**src/hdl/otgr_pkg.sv**
```systemverilog
// ----------------------------------------------------------------------------
// shared constants for the otg register bank
// ----------------------------------------------------------------------------
package otgr_pkg;

  // register indices on the two-bit register port
  localparam logic [1:0] OTGR_IDX_FLAGS = 2'h0;   // event flags, write 1 to clear
  localparam logic [1:0] OTGR_IDX_ENABLE = 2'h1;  // otg_event_enable
  localparam logic [1:0] OTGR_IDX_STATUS = 2'h2;  // otg_line_status
  localparam logic [1:0] OTGR_IDX_CONTROL = 2'h3; // otg_pull_vbus_control

  // event and enable bit positions (flags share the same layout)
  localparam int OTGR_EV_ID = 7;
  localparam int OTGR_EV_MS = 6;
  localparam int OTGR_EV_LINE = 5;
  localparam int OTGR_EV_ACT = 4;
  localparam int OTGR_EV_SESS = 3;
  localparam int OTGR_EV_BEND = 2;
  localparam int OTGR_EV_AVBUS = 0;
  localparam logic [7:0] OTGR_EV_MASK = 8'hFD;    // bit 1 not implemented

  // status bit positions
  localparam int OTGR_ST_ID = 7;
  localparam int OTGR_ST_STEADY = 5;
  localparam int OTGR_ST_SESS = 3;
  localparam int OTGR_ST_BEND = 2;
  localparam int OTGR_ST_AVBUS = 0;

  // control bit positions
  localparam int OTGR_CT_DP_UP = 7;
  localparam int OTGR_CT_DM_UP = 6;
  localparam int OTGR_CT_DP_DN = 5;
  localparam int OTGR_CT_DM_DN = 4;
  localparam int OTGR_CT_VBUS_ON = 3;
  localparam int OTGR_CT_SW_OVR = 2;
  localparam int OTGR_CT_CHARGE = 1;
  localparam int OTGR_CT_BLEED = 0;

  // reset values
  localparam logic [7:0] OTGR_RST_BYTE = 8'h00;
  localparam logic [31:0] OTGR_RST_WORD = 32'h0000_0000;

  // timing: one millisecond at the core clock
  localparam int OTGR_CLK_PERIOD_PS = 4000;
  localparam int OTGR_MS_TIME_PS = 1000000000;
  localparam int OTGR_MS_CYCLES = OTGR_MS_TIME_PS / OTGR_CLK_PERIOD_PS;

  typedef logic [7:0] otgr_byte_type;

endpackage

```
**src/hdl/otgr_line_if.sv**
```systemverilog
`timescale 1ns/10ps
// ----------------------------------------------------------------------------
// line watcher results handed to the register bank
// ----------------------------------------------------------------------------
interface otgr_line_if;
  logic ms_tick;      // one-cycle pulse every millisecond
  logic line_steady;  // line state unchanged for the last millisecond
  logic steady_event; // pulse: newly steady in a state unlike the last one
  modport watch (output ms_tick, output line_steady, output steady_event);
  modport regs (input ms_tick, input line_steady, input steady_event);
endinterface

```
**src/hdl/otgr_line_watch.sv**
```systemverilog
`timescale 1ns/10ps
// ----------------------------------------------------------------------------
// millisecond timer and line stability watcher
// ----------------------------------------------------------------------------
module otgr_line_watch
  import otgr_pkg::*;
#(
  parameter int MS_CYCLES = OTGR_MS_CYCLES,
  parameter int CNT_W = $clog2(MS_CYCLES + 1)
) (
  input wire logic core_clk,
  input wire logic rst,
  input wire logic se0,
  input wire logic line_j_indication,
  otgr_line_if.watch line
);

  logic [CNT_W-1:0] tick_cnt_q;   // free running millisecond divider
  logic [CNT_W-1:0] stab_cnt_q;   // cycles since last line change
  logic [1:0] line_prev_q;        // line state one cycle ago
  logic [1:0] last_steady_q;      // state at the last steady report
  logic steady_q;
  logic tick_q;
  logic event_q;
  wire [1:0] line_now = {se0, line_j_indication};
  wire line_moved = line_now != line_prev_q;
  wire tick_end = tick_cnt_q == CNT_W'(MS_CYCLES - 1);
  wire stab_end = stab_cnt_q == CNT_W'(MS_CYCLES - 1);
  // steady is reached on the cycle a full millisecond passes without change
  wire becomes_steady = stab_end && !line_moved && !steady_q;

  // ----------------------------------------------------------------------------
  // millisecond divider
  // ----------------------------------------------------------------------------
  always_ff @(posedge core_clk or posedge rst) begin
    if (rst) begin
      tick_cnt_q <= '0;
      tick_q <= 1'b0;
    end else begin
      tick_cnt_q <= tick_end ? '0 : tick_cnt_q + 1'b1;
      tick_q <= tick_end;
    end
  end

  // ----------------------------------------------------------------------------
  // stability counter
  // ----------------------------------------------------------------------------
  // restart on change
  always_ff @(posedge core_clk or posedge rst) begin
    if (rst) begin
      stab_cnt_q <= '0;
      line_prev_q <= 2'h0;
      steady_q <= 1'b0;
    end else begin
      line_prev_q <= line_now;
      // any change drops steady at the next edge, so stale stability shows for the one cycle of the change
      if (line_moved) begin
        stab_cnt_q <= '0;
        steady_q <= 1'b0;
      end else if (!stab_end) begin
        stab_cnt_q <= stab_cnt_q + 1'b1;
      end else begin
        steady_q <= 1'b1;
      end
    end
  end

  // ----------------------------------------------------------------------------
  // new steady state event
  // ----------------------------------------------------------------------------
  always_ff @(posedge core_clk or posedge rst) begin
    if (rst) begin
      last_steady_q <= 2'h0;
      event_q <= 1'b0;
    end else begin
      event_q <= becomes_steady && (line_now != last_steady_q);
      if (becomes_steady) begin
        last_steady_q <= line_now;
      end
    end
  end

  assign line.ms_tick = tick_q;
  assign line.line_steady = steady_q;
  assign line.steady_event = event_q;

endmodule

```
**src/hdl/otgr_regs.sv**
```systemverilog
`timescale 1ns/10ps
module otgr_regs
  import otgr_pkg::*;
#(
  parameter int MS_CYCLES = OTGR_MS_CYCLES
) (
  input wire logic core_clk,
  input wire logic rst,
  // register port
  input wire logic [1:0] reg_idx,
  input wire logic reg_wr,
  input wire logic reg_rd,
  input wire logic [31:0] reg_wdata,
  output logic [31:0] reg_rdata,
  // cable, transceiver and comparators
  input wire logic cable_id,
  input wire logic se0,
  input wire logic line_j_indication,
  input wire logic dplus_rx,
  input wire logic dminus_rx,
  input wire logic session_ok_cmp,
  input wire logic b_session_over_cmp,
  input wire logic a_vbus_ok_cmp,
  // pull requests from the usb core
  input wire logic [3:0] hw_pull_req,
  // resistor and supply controls
  output logic dplus_pullup_en,
  output logic dminus_pullup_en,
  output logic dplus_pulldown_en,
  output logic dminus_pulldown_en,
  output logic vbus_supply_drive,
  output logic vbus_charge_en,
  output logic vbus_bleed_en,
  output logic otg_irq
);

  // ----------------------------------------------------------------------------
  // storage
  // ----------------------------------------------------------------------------
  otgr_byte_type enable_q;   // event enables
  otgr_byte_type flags_q;    // sticky event flags
  otgr_byte_type control_q;  // pull and vbus controls
  otgr_byte_type status_q;   // sampled live status
  otgr_byte_type pins_q;     // previous pin levels for change detection
  logic [3:0] pull_q;        // resistor enables actually applied
  logic primed_q;            // low for the first cycle after reset
  logic irq_q;
  logic [31:0] rdata_q;

  // the line watcher owns the millisecond timer and the stability count
  otgr_line_if line ();

  otgr_line_watch #(
    .MS_CYCLES(MS_CYCLES)
  ) u_watch (
    .core_clk(core_clk),
    .rst(rst),
    .se0(se0),
    .line_j_indication(line_j_indication),
    .line(line)
  );

  // ----------------------------------------------------------------------------
  // decode and event sources
  // ----------------------------------------------------------------------------
  // only the low byte lane carries register bits; the upper 24 are dropped on purpose
  function automatic otgr_byte_type pick_byte(input logic [31:0] word);
    pick_byte = word[7:0];
  endfunction

  // write strobes per register; status has none, so writes to it fall away
  wire wr_enable = reg_wr && (reg_idx == OTGR_IDX_ENABLE);
  wire wr_flags = reg_wr && (reg_idx == OTGR_IDX_FLAGS);
  wire wr_control = reg_wr && (reg_idx == OTGR_IDX_CONTROL);
  wire [7:0] pins_now = {cable_id, dplus_rx, dminus_rx, session_ok_cmp, b_session_over_cmp, a_vbus_ok_cmp, 2'h0};
  // the two low bits of the pin image are padding and never differ
  // nothing counts as a change until the history holds real pin levels
  wire [7:0] pins_diff = primed_q ? (pins_now ^ pins_q) : 8'h00;
  // activity is any movement on the data lines, id or vbus comparators
  wire act_seen = |pins_diff;

  // status image; unused positions stay zero
  // comparators count as synchronous, so no extra flops sit in front
  otgr_byte_type status_d;
  always_comb begin
    status_d = OTGR_RST_BYTE;
    status_d[OTGR_ST_ID] = cable_id;
    status_d[OTGR_ST_STEADY] = line.line_steady;
    status_d[OTGR_ST_SESS] = session_ok_cmp;
    status_d[OTGR_ST_BEND] = b_session_over_cmp;
    status_d[OTGR_ST_AVBUS] = a_vbus_ok_cmp;
  end

  // one-cycle event pulses in flag bit order
  // change events fire on both edges of each input
  otgr_byte_type events;
  always_comb begin
    events = OTGR_RST_BYTE;
    events[OTGR_EV_ID] = pins_diff[7];
    events[OTGR_EV_MS] = line.ms_tick;
    events[OTGR_EV_LINE] = line.steady_event;
    events[OTGR_EV_ACT] = act_seen;
    events[OTGR_EV_SESS] = pins_diff[4];
    events[OTGR_EV_BEND] = pins_diff[3];
    events[OTGR_EV_AVBUS] = pins_diff[2];
  end

  // clear mask stays zero unless the flag register is written
  // set wins over a same-cycle clear
  wire [7:0] clear_mask = wr_flags ? pick_byte(reg_wdata) : 8'h00;
  wire [7:0] flags_d = ((flags_q & ~clear_mask) | events) & OTGR_EV_MASK;
  // software or core owns the pulls
  wire [3:0] pull_d = control_q[OTGR_CT_SW_OVR] ? control_q[OTGR_CT_DP_UP:OTGR_CT_DM_DN] : hw_pull_req;

  // ----------------------------------------------------------------------------
  // register writes
  // ----------------------------------------------------------------------------
  // all cleared at reset
  always_ff @(posedge core_clk or posedge rst) begin
    if (rst) begin
      enable_q <= OTGR_RST_BYTE;
      control_q <= OTGR_RST_BYTE;
      flags_q <= OTGR_RST_BYTE;
    end else begin
      // enables writable, bit 1 held zero
      if (wr_enable) begin
        enable_q <= pick_byte(reg_wdata) & OTGR_EV_MASK;
      end
      // all eight control bits are plain storage; bit 2 picks the pull owner
      // control byte
      if (wr_control) begin
        control_q <= pick_byte(reg_wdata);
      end
      // flags follow events every cycle; a write only picks what to clear
      flags_q <= flags_d;
    end
  end

  // ----------------------------------------------------------------------------
  // pin sampling and applied outputs
  // ----------------------------------------------------------------------------
  always_ff @(posedge core_clk or posedge rst) begin
    if (rst) begin
      status_q <= OTGR_RST_BYTE;
      pull_q <= 4'h0;
      irq_q <= 1'b0;
    end else begin
      // status is a one-cycle delayed image of the pins
      status_q <= status_d;
      // a registered mux keeps the resistor pins free of decode glitches
      // resistor enables
      pull_q <= pull_d;
      // flags_d lets the request follow a flag at the same edge
      // limitation: an enable acts one cycle after its write
      // enabled flag raises request
      irq_q <= |(flags_d & enable_q);
    end
  end

  // ----------------------------------------------------------------------------
  // change detector history
  // ----------------------------------------------------------------------------
  // the history wakes up as zero while the id pin idles high, so the first
  // cycle after reset is skipped rather than reported as a false change
  always_ff @(posedge core_clk or posedge rst) begin
    if (rst) begin
      pins_q <= OTGR_RST_BYTE;
      primed_q <= 1'b0;
    end else begin
      pins_q <= pins_now;
      primed_q <= 1'b1;
    end
  end

  // ----------------------------------------------------------------------------
  // read port, one cycle after reg_rd
  // ----------------------------------------------------------------------------
  // read data stays until the next read strobe, so software may sample late
  // a read and a write in one cycle return the old value
  // upper bits zero
  wire [7:0] rd_byte = (reg_idx == OTGR_IDX_FLAGS) ? flags_q :
                       (reg_idx == OTGR_IDX_ENABLE) ? enable_q :
                       (reg_idx == OTGR_IDX_STATUS) ? status_q : control_q;
  always_ff @(posedge core_clk or posedge rst) begin
    if (rst) begin
      rdata_q <= OTGR_RST_WORD;
    end else if (reg_rd) begin
      rdata_q <= {24'h00_0000, rd_byte};
    end
  end

  // ----------------------------------------------------------------------------
  // output pins
  // ----------------------------------------------------------------------------
  // vbus controls come straight from storage, with no owner switch
  assign reg_rdata = rdata_q;
  assign {dplus_pullup_en, dminus_pullup_en, dplus_pulldown_en, dminus_pulldown_en} = pull_q;
  assign vbus_supply_drive = control_q[OTGR_CT_VBUS_ON];
  assign vbus_charge_en = control_q[OTGR_CT_CHARGE];
  assign vbus_bleed_en = control_q[OTGR_CT_BLEED];
  assign otg_irq = irq_q;

endmodule

```
**config.mk**
```make
export PLATFORM = sky130hd
export DESIGN_NAME = otgr_regs
export DESIGN_NICKNAME = d
export VERILOG_FILES = /design/src/hdl/otgr_pkg.sv /design/src/hdl/otgr_line_if.sv /design/src/hdl/otgr_line_watch.sv /design/src/hdl/otgr_regs.sv
export SDC_FILE = /design/constraint.sdc
export NUM_CORES = 1
export LEC_CHECK = 0
export BUFFER_PORTS_ARGS = -buffer_cell sky130_fd_sc_hd__buf_2
export CAP_MARGIN = 15
export CELL_PAD_IN_SITES_DETAIL_PLACEMENT = 0
export CELL_PAD_IN_SITES_GLOBAL_PLACEMENT = 1
export CORE_MARGIN = 2
export CORE_UTILIZATION = 46
export DETAILED_ROUTE_END_ITERATION = 16
export PLACE_DENSITY_LB_ADDON = 0.1
export SYNTH_ARGS = -nofsm -noshare
export SYNTH_HDL_FRONTEND = slang
export SYNTH_SLANG_ARGS = --single-unit
export TNS_END_PERCENT = 1
```
**constraint.sdc**
```tcl
create_clock -name core_clk -period 6.85 [get_ports core_clk]
set_input_delay 1.37 -clock core_clk [delete_from_list [all_inputs] [get_ports core_clk]]
set_output_delay 1.37 -clock core_clk [all_outputs]
set_load 0.02 [all_outputs]
```
# After elaboration in Yosys (flattened, before gate mapping)
# Cells that the tools add are included.
dict set report totals {
  reg_bits 90
  in_bits 50
  output_inout_bits 40
  wordCells 54
}
dict set report op_classes {
  addsub 2
  n_eq_ne 8
  mux 11
  bitwise_logic 5
  n_reduce_logical 12
}
# cell n
set ops {}
lappend ops {{$mux W18} 3}
lappend ops {{$mux W8} 5}
lappend ops {{$add A18 B1 Y18 const B} 2}
lappend ops {{$eq A18 B18 Y1 const B} 2}
lappend ops {{$and A8 B8 Y8} 2}
lappend ops {{$reduce_or A8 Y1} 2}
lappend ops {{$not A8 Y8} 1}
lappend ops {{$or A8 B8 Y8} 1}
lappend ops {{$xor A8 B8 Y8} 1}
lappend ops {{$logic_and A1 B1 Y1} 6}
lappend ops {{$eq A2 B2 Y1 const B} 2}
lappend ops {{$mux W4} 1}
lappend ops {{$ne A2 B2 Y1} 2}
lappend ops {{$eq A2 B1 Y1 const B} 1}
lappend ops {{$logic_not A1 Y1} 2}
lappend ops {{$logic_not A2 Y1} 1}
lappend ops {{$mux W1} 2}
lappend ops {{$ne A2 B1 Y1 const B} 1}
lappend ops {{$reduce_bool A2 Y1} 1}

# Longest topological paths before layout
dict set report depth {
  word_depth 8
  mapped_depth 6
  depth_no_buf 5
}

# By module
# A second synthesis with hierarchy kept.
dict set report hier_totals {
  hier_cells 359
  area_unflattened_um2 4120.2
}
# module instances cells_each area_per_inst_um2 seq_area_each_um2
set by_module_without_submodules {}
lappend by_module_without_submodules {otgr_line_watch 1 199 2068.2 1076.0}
lappend by_module_without_submodules {otgr_regs 1 160 2052.0 1076.0}

# Least setup slack after synthesis
# OpenSTA, ideal clock, no wires.
dict set report synth_path {
  path_type {input port to flip-flop}
  start {in reg_idx[0]}
  end {reg rdata_q[0], in the netlist reg_rdata[0]}
  setup_time_ns 0.125
  arrival_time_ns 2.671
  required_ns 6.725
  slack_ns 4.054
  stages 4
  path_buffers 2
  path_cell_list {clkbuf_1 > buf_2 > mux4_2 > mux2_2}
}
dict set report synth_via {
  elab_chain_len 4
  elab_cells_between_ends 6
  cone_classes {eq/ne (2); mux (3); reduce/logical (1)}
}
# element line
set synth_lines {}
lappend synth_lines {{from (decl)} otgr_regs.sv:10} ;# input wire logic [1:0] reg_idx,
lappend synth_lines {{$eq A2 B2 Y1} otgr_regs.sv:183} ;# (reg_idx == OTGR_IDX_STATUS) ? status_q : control_q;
lappend synth_lines {{$mux W8} otgr_regs.sv:183}
lappend synth_lines {{$mux W8} otgr_regs.sv:182} ;# (reg_idx == OTGR_IDX_ENABLE) ? enable_q :
lappend synth_lines {{$mux W8 (*)} otgr_regs.sv:181} ;# wire [7:0] rd_byte = (reg_idx == OTGR_IDX_FLAGS) ? flags_q :
lappend synth_lines {{to (signal assigned)} otgr_regs.sv:188} ;# rdata_q <= {24'h00_0000, rd_byte};
lappend synth_lines {{to (decl)} otgr_regs.sv:48} ;# logic [31:0] rdata_q;
# Mark *: on every way between the ends. The rest lies on a longest branch, timed or not.
# A chain may end at the register's enable or synchronous reset.

# Worst setup path after layout
dict set report layout_path {
  start {in reg_idx[0]}
  end {reg irq_q, in the netlist otg_irq}
}
dict set report layout_via {
  elab_chain_len 8
}
# element line
set layout_lines {}
lappend layout_lines {{$logic_not A2 Y1} otgr_regs.sv:73} ;# wire wr_flags = reg_wr && (reg_idx == OTGR_IDX_FLAGS);
lappend layout_lines {{$logic_and A1 B1 Y1} otgr_regs.sv:73}
lappend layout_lines {{$mux W8} otgr_regs.sv:110} ;# wire [7:0] clear_mask = wr_flags ? pick_byte(reg_wdata) : 8'h00;
lappend layout_lines {{$not A8 Y8} otgr_regs.sv:111} ;# wire [7:0] flags_d = ((flags_q & ~clear_mask) | events) & OTGR_EV_MASK;
lappend layout_lines {{$and A8 B8 Y8} otgr_regs.sv:111}
lappend layout_lines {{$or A8 B8 Y8} otgr_regs.sv:111}
lappend layout_lines {{$and A8 B8 Y8} otgr_regs.sv:156} ;# irq_q <= |(flags_d & enable_q);
lappend layout_lines {{$reduce_or A8 Y1} otgr_regs.sv:156}
lappend layout_lines {{to (signal assigned)} otgr_regs.sv:156}
lappend layout_lines {{to (decl)} otgr_regs.sv:47} ;# logic irq_q;
# Every way passes these cells.

==> summary.txt <==
initial antenna violation count: 0
gr ovfl total: 0
Crit Path Class: in -> reg
Synth area leader: dfrtp_1
Clk pwr share: 30.7%
critical path arrival: 2.75 ns
setup repair bufs after CTS: 0
final instance area: 4521 sq um
Yosys reg bits: 86
fin crit period: 2.521 ns
sequential area share after synthesis: 52.26%
total power: 1.040 mW
fin cells: 515
Util after Layout: 51.84%
endpoint class of the critical path: flop
status: finished clean
number of buffers created by CTS: 9
CTS root buffer: clkbuf_8
Core Area: 8721 sq um
Post-Syn Area: 4118 sq um
area taken by multi-input logic gates: 1773 sq um
CP max FO: 16
boundary pin count: 90
vias in the first global route: 2688
Reg area: 2152 sq um
EDFF count, synth: 0
Total Wirelength: 7.654 mm
Post-DP Area: 4315 sq um
Area Overhead vs Synth: 9.784%
Seq pwr share: 54.8%
worst hold path type: reg -> reg
hold buffers post-CTS: 0
Int Pwr: 743.0 uW
Filler cells: 785
Synth area leaders: dfrtp_1 (52%), mux2_2 (6.6%), buf_4 (4.6%)
CTS clk-pin slew, worst paths: 0.09 ns
dpl ws: 3.878 ns
Vias/cell: 5.239
Worst-Skew Late Latency: 0.35 ns
die area: 9724 sq um
Mean Syn Cell Area: 11.41 sq um
Final HPWL DP: 5.241 mm
Largest delay share family, worst path: simple AND/OR/NAND/NOR gates
Synth cell types: 47
Pwr per Cell Area: 230.0 nW/um^2
top post-synthesis cells by count: dfrtp_1 (86), buf_4 (25), mux2_2 (24)
die width: 98.61 um
top cell type's share of synthesized area: 52.26%
Final ANT Viol Nets: 0
clock sinks: 86
Tot GR Track Use: 17.15%
Final Skew: 0.01093 ns
Ys Warns: 0
Diodes inserted: 0
combinational share of power: 14.5%
post-route clock period utilization: 36.80%
top-count cell post-synth: dfrtp_1
P_leak: 2.022 nW
final setup fails: 0
pin count of the biggest net entering global routing: 87
Worst Setup Start Kind: input port
max-cap viol count: 0
Worst Path Buf+Inv: 1
drt wl/cell: 14.86 um
Worst Max-Slew Pin Slew: 0.6838 ns
H-Tree Depth: 3
Slew Viols, Final: 0
layout cells sized above 1: 23.59%
Crit path largest cell delay: 0.54 ns
Initial DRT Pass Iterations: 4
CTS tree: done
NumNets Final: 454
RSZ-0062 raised after global routing: no
final worst setup slack: 4.329 ns
Cells after Synth: 361
VDD IR max: 0.08941 mV
critical path's slowest cell: nor3b_1
GPL Wtd Cong: 0.7569
drt drc: 0
first-pass GRT wire length: 13.25 mm
std cell rows: 34
async set or reset register ratio after synthesis: 100.0%
final hold slack: 0.4246 ns
Max Fclk: 396.7 MHz
dpl cells: 497
TNS Setup: 0 ns
Final Hold Vio Count: 0
initial core utilization: 47.22%
post-cts resize count: 0
height of the die: 98.61 um
critical path required time: 7.08 ns
switch share: 28.55%
Cell Chain, Critical Path: buf_2, nor3b_1, a21boi_0, o31ai_1, nand4_1
predominant post-synthesis flop cell: dfrtp_1
worst rel slew slack: 54.06%
number of DRC markers in iteration 0: 68
Net Switching: 296.9 uW
PortBufs: 41
via count: 2698
clock buffer depth: 2
-- cell families (layout without fill, tap and decap cells) --
family | after synthesis | in the layout | synth area share, %
simple gates | 111 | 111 | 15.62
flops | 86 | 86 | 52.26
buf+inv | 48 | 71 | 6.776
compound gates | 45 | 45 | 6.928
mux | 35 | 35 | 10.82
xor+xnor | 32 | 32 | 6.806
fa+ha+maj | 2 | 2 | 0.6076
other cells | 2 | 25 | 0.1824
-- power by group through the flow --
stage / sequential, mW / combinational, mW / clock [mW]
finish: 0.570 / 0.151 / 0.319
global route: 0.576 / 0.165 / 0.362
CTS: 0.570 / 0.152 / 0.334
detailed placement: 0.580 / 0.152 / 0
global placement: 0.579 / 0.150 / 0
floorplan: 0.597 / 0.0957 / 0
-- per-layer routing --
metal | vias to the layer above | share of wire (%) | track usage [%]
met2 | 53 | 47 | 27.47
met5 | - | 0 | 0
met4 | 0 | 1.1 | 4.742
li1 | 1319 | - | -
met1 | 1318 | 48 | 23.16
met3 | 8 | 3.6 | 4.752
-- sequential cells by signal (all words and copies together) (netlist names) --
signal	cells
u_watch.stab_cnt_q	18
u_watch.last_steady_q	2
status_q	1
u_watch.line.ms_tick	1
enable_q	7
primed_q	1
u_watch.line_prev_q	2
u_watch.line.line_steady	1
reg_rdata	8
u_watch.line.steady_event	1
u_watch.tick_cnt_q	18
flags_q	7
pins_q	6
pull_q	4
control_q	8
otg_irq	1
-- path summary, 6_finish.rpt --
| kind | start | endpoint | slack (ns) | cells after the start |
|---|---|---|---|---|
| min in group asynchronous | rst | u_watch.tick_cnt_q[1] | 0.98 | 3 |
| setup / recovery | reg_idx[0] | otg_irq | 4.33 | 5 |
| setup reg to reg | u_watch.stab_cnt_q[10] | u_watch.last_steady_q[0] | 4.58 | 4 |
| max in group asynchronous | rst | pins_q[6] | 5.27 | 4 |
| hold reg to reg | u_watch.line.line_steady | status_q[5] | 0.42 | 0 |
| hold / removal | u_watch.line.line_steady | status_q[5] | 0.42 | 0 |
-- layout make-up --
class / instances / share of cell area, %
clock buffer: 10 / 2.823
clock inverter: 6 / 0.9964
inverter: 11 / 0.9410
multi-input combinational: 250 / 39.22
sequential: 86 / 47.61
tap: 108 / 2.989
timing repair buffer: 44 / 5.425
-- cell usage in the layout, fill, tap and decap left out, drive strengths merged, types with 9 or more instances in the layout --
cell,synthesis,layout
dfrtp,86,86
buf,29,43
nor2,23,23
xor2,16,16
nand3,12,12
conb,2,25
nand4,15,15
nand2,20,20
xnor2,16,16
clkbuf,8,11
o21ai,9,9
inv,11,12
a21oi,14,14
mux2,26,26
Power figures use the tool's default switching activity.
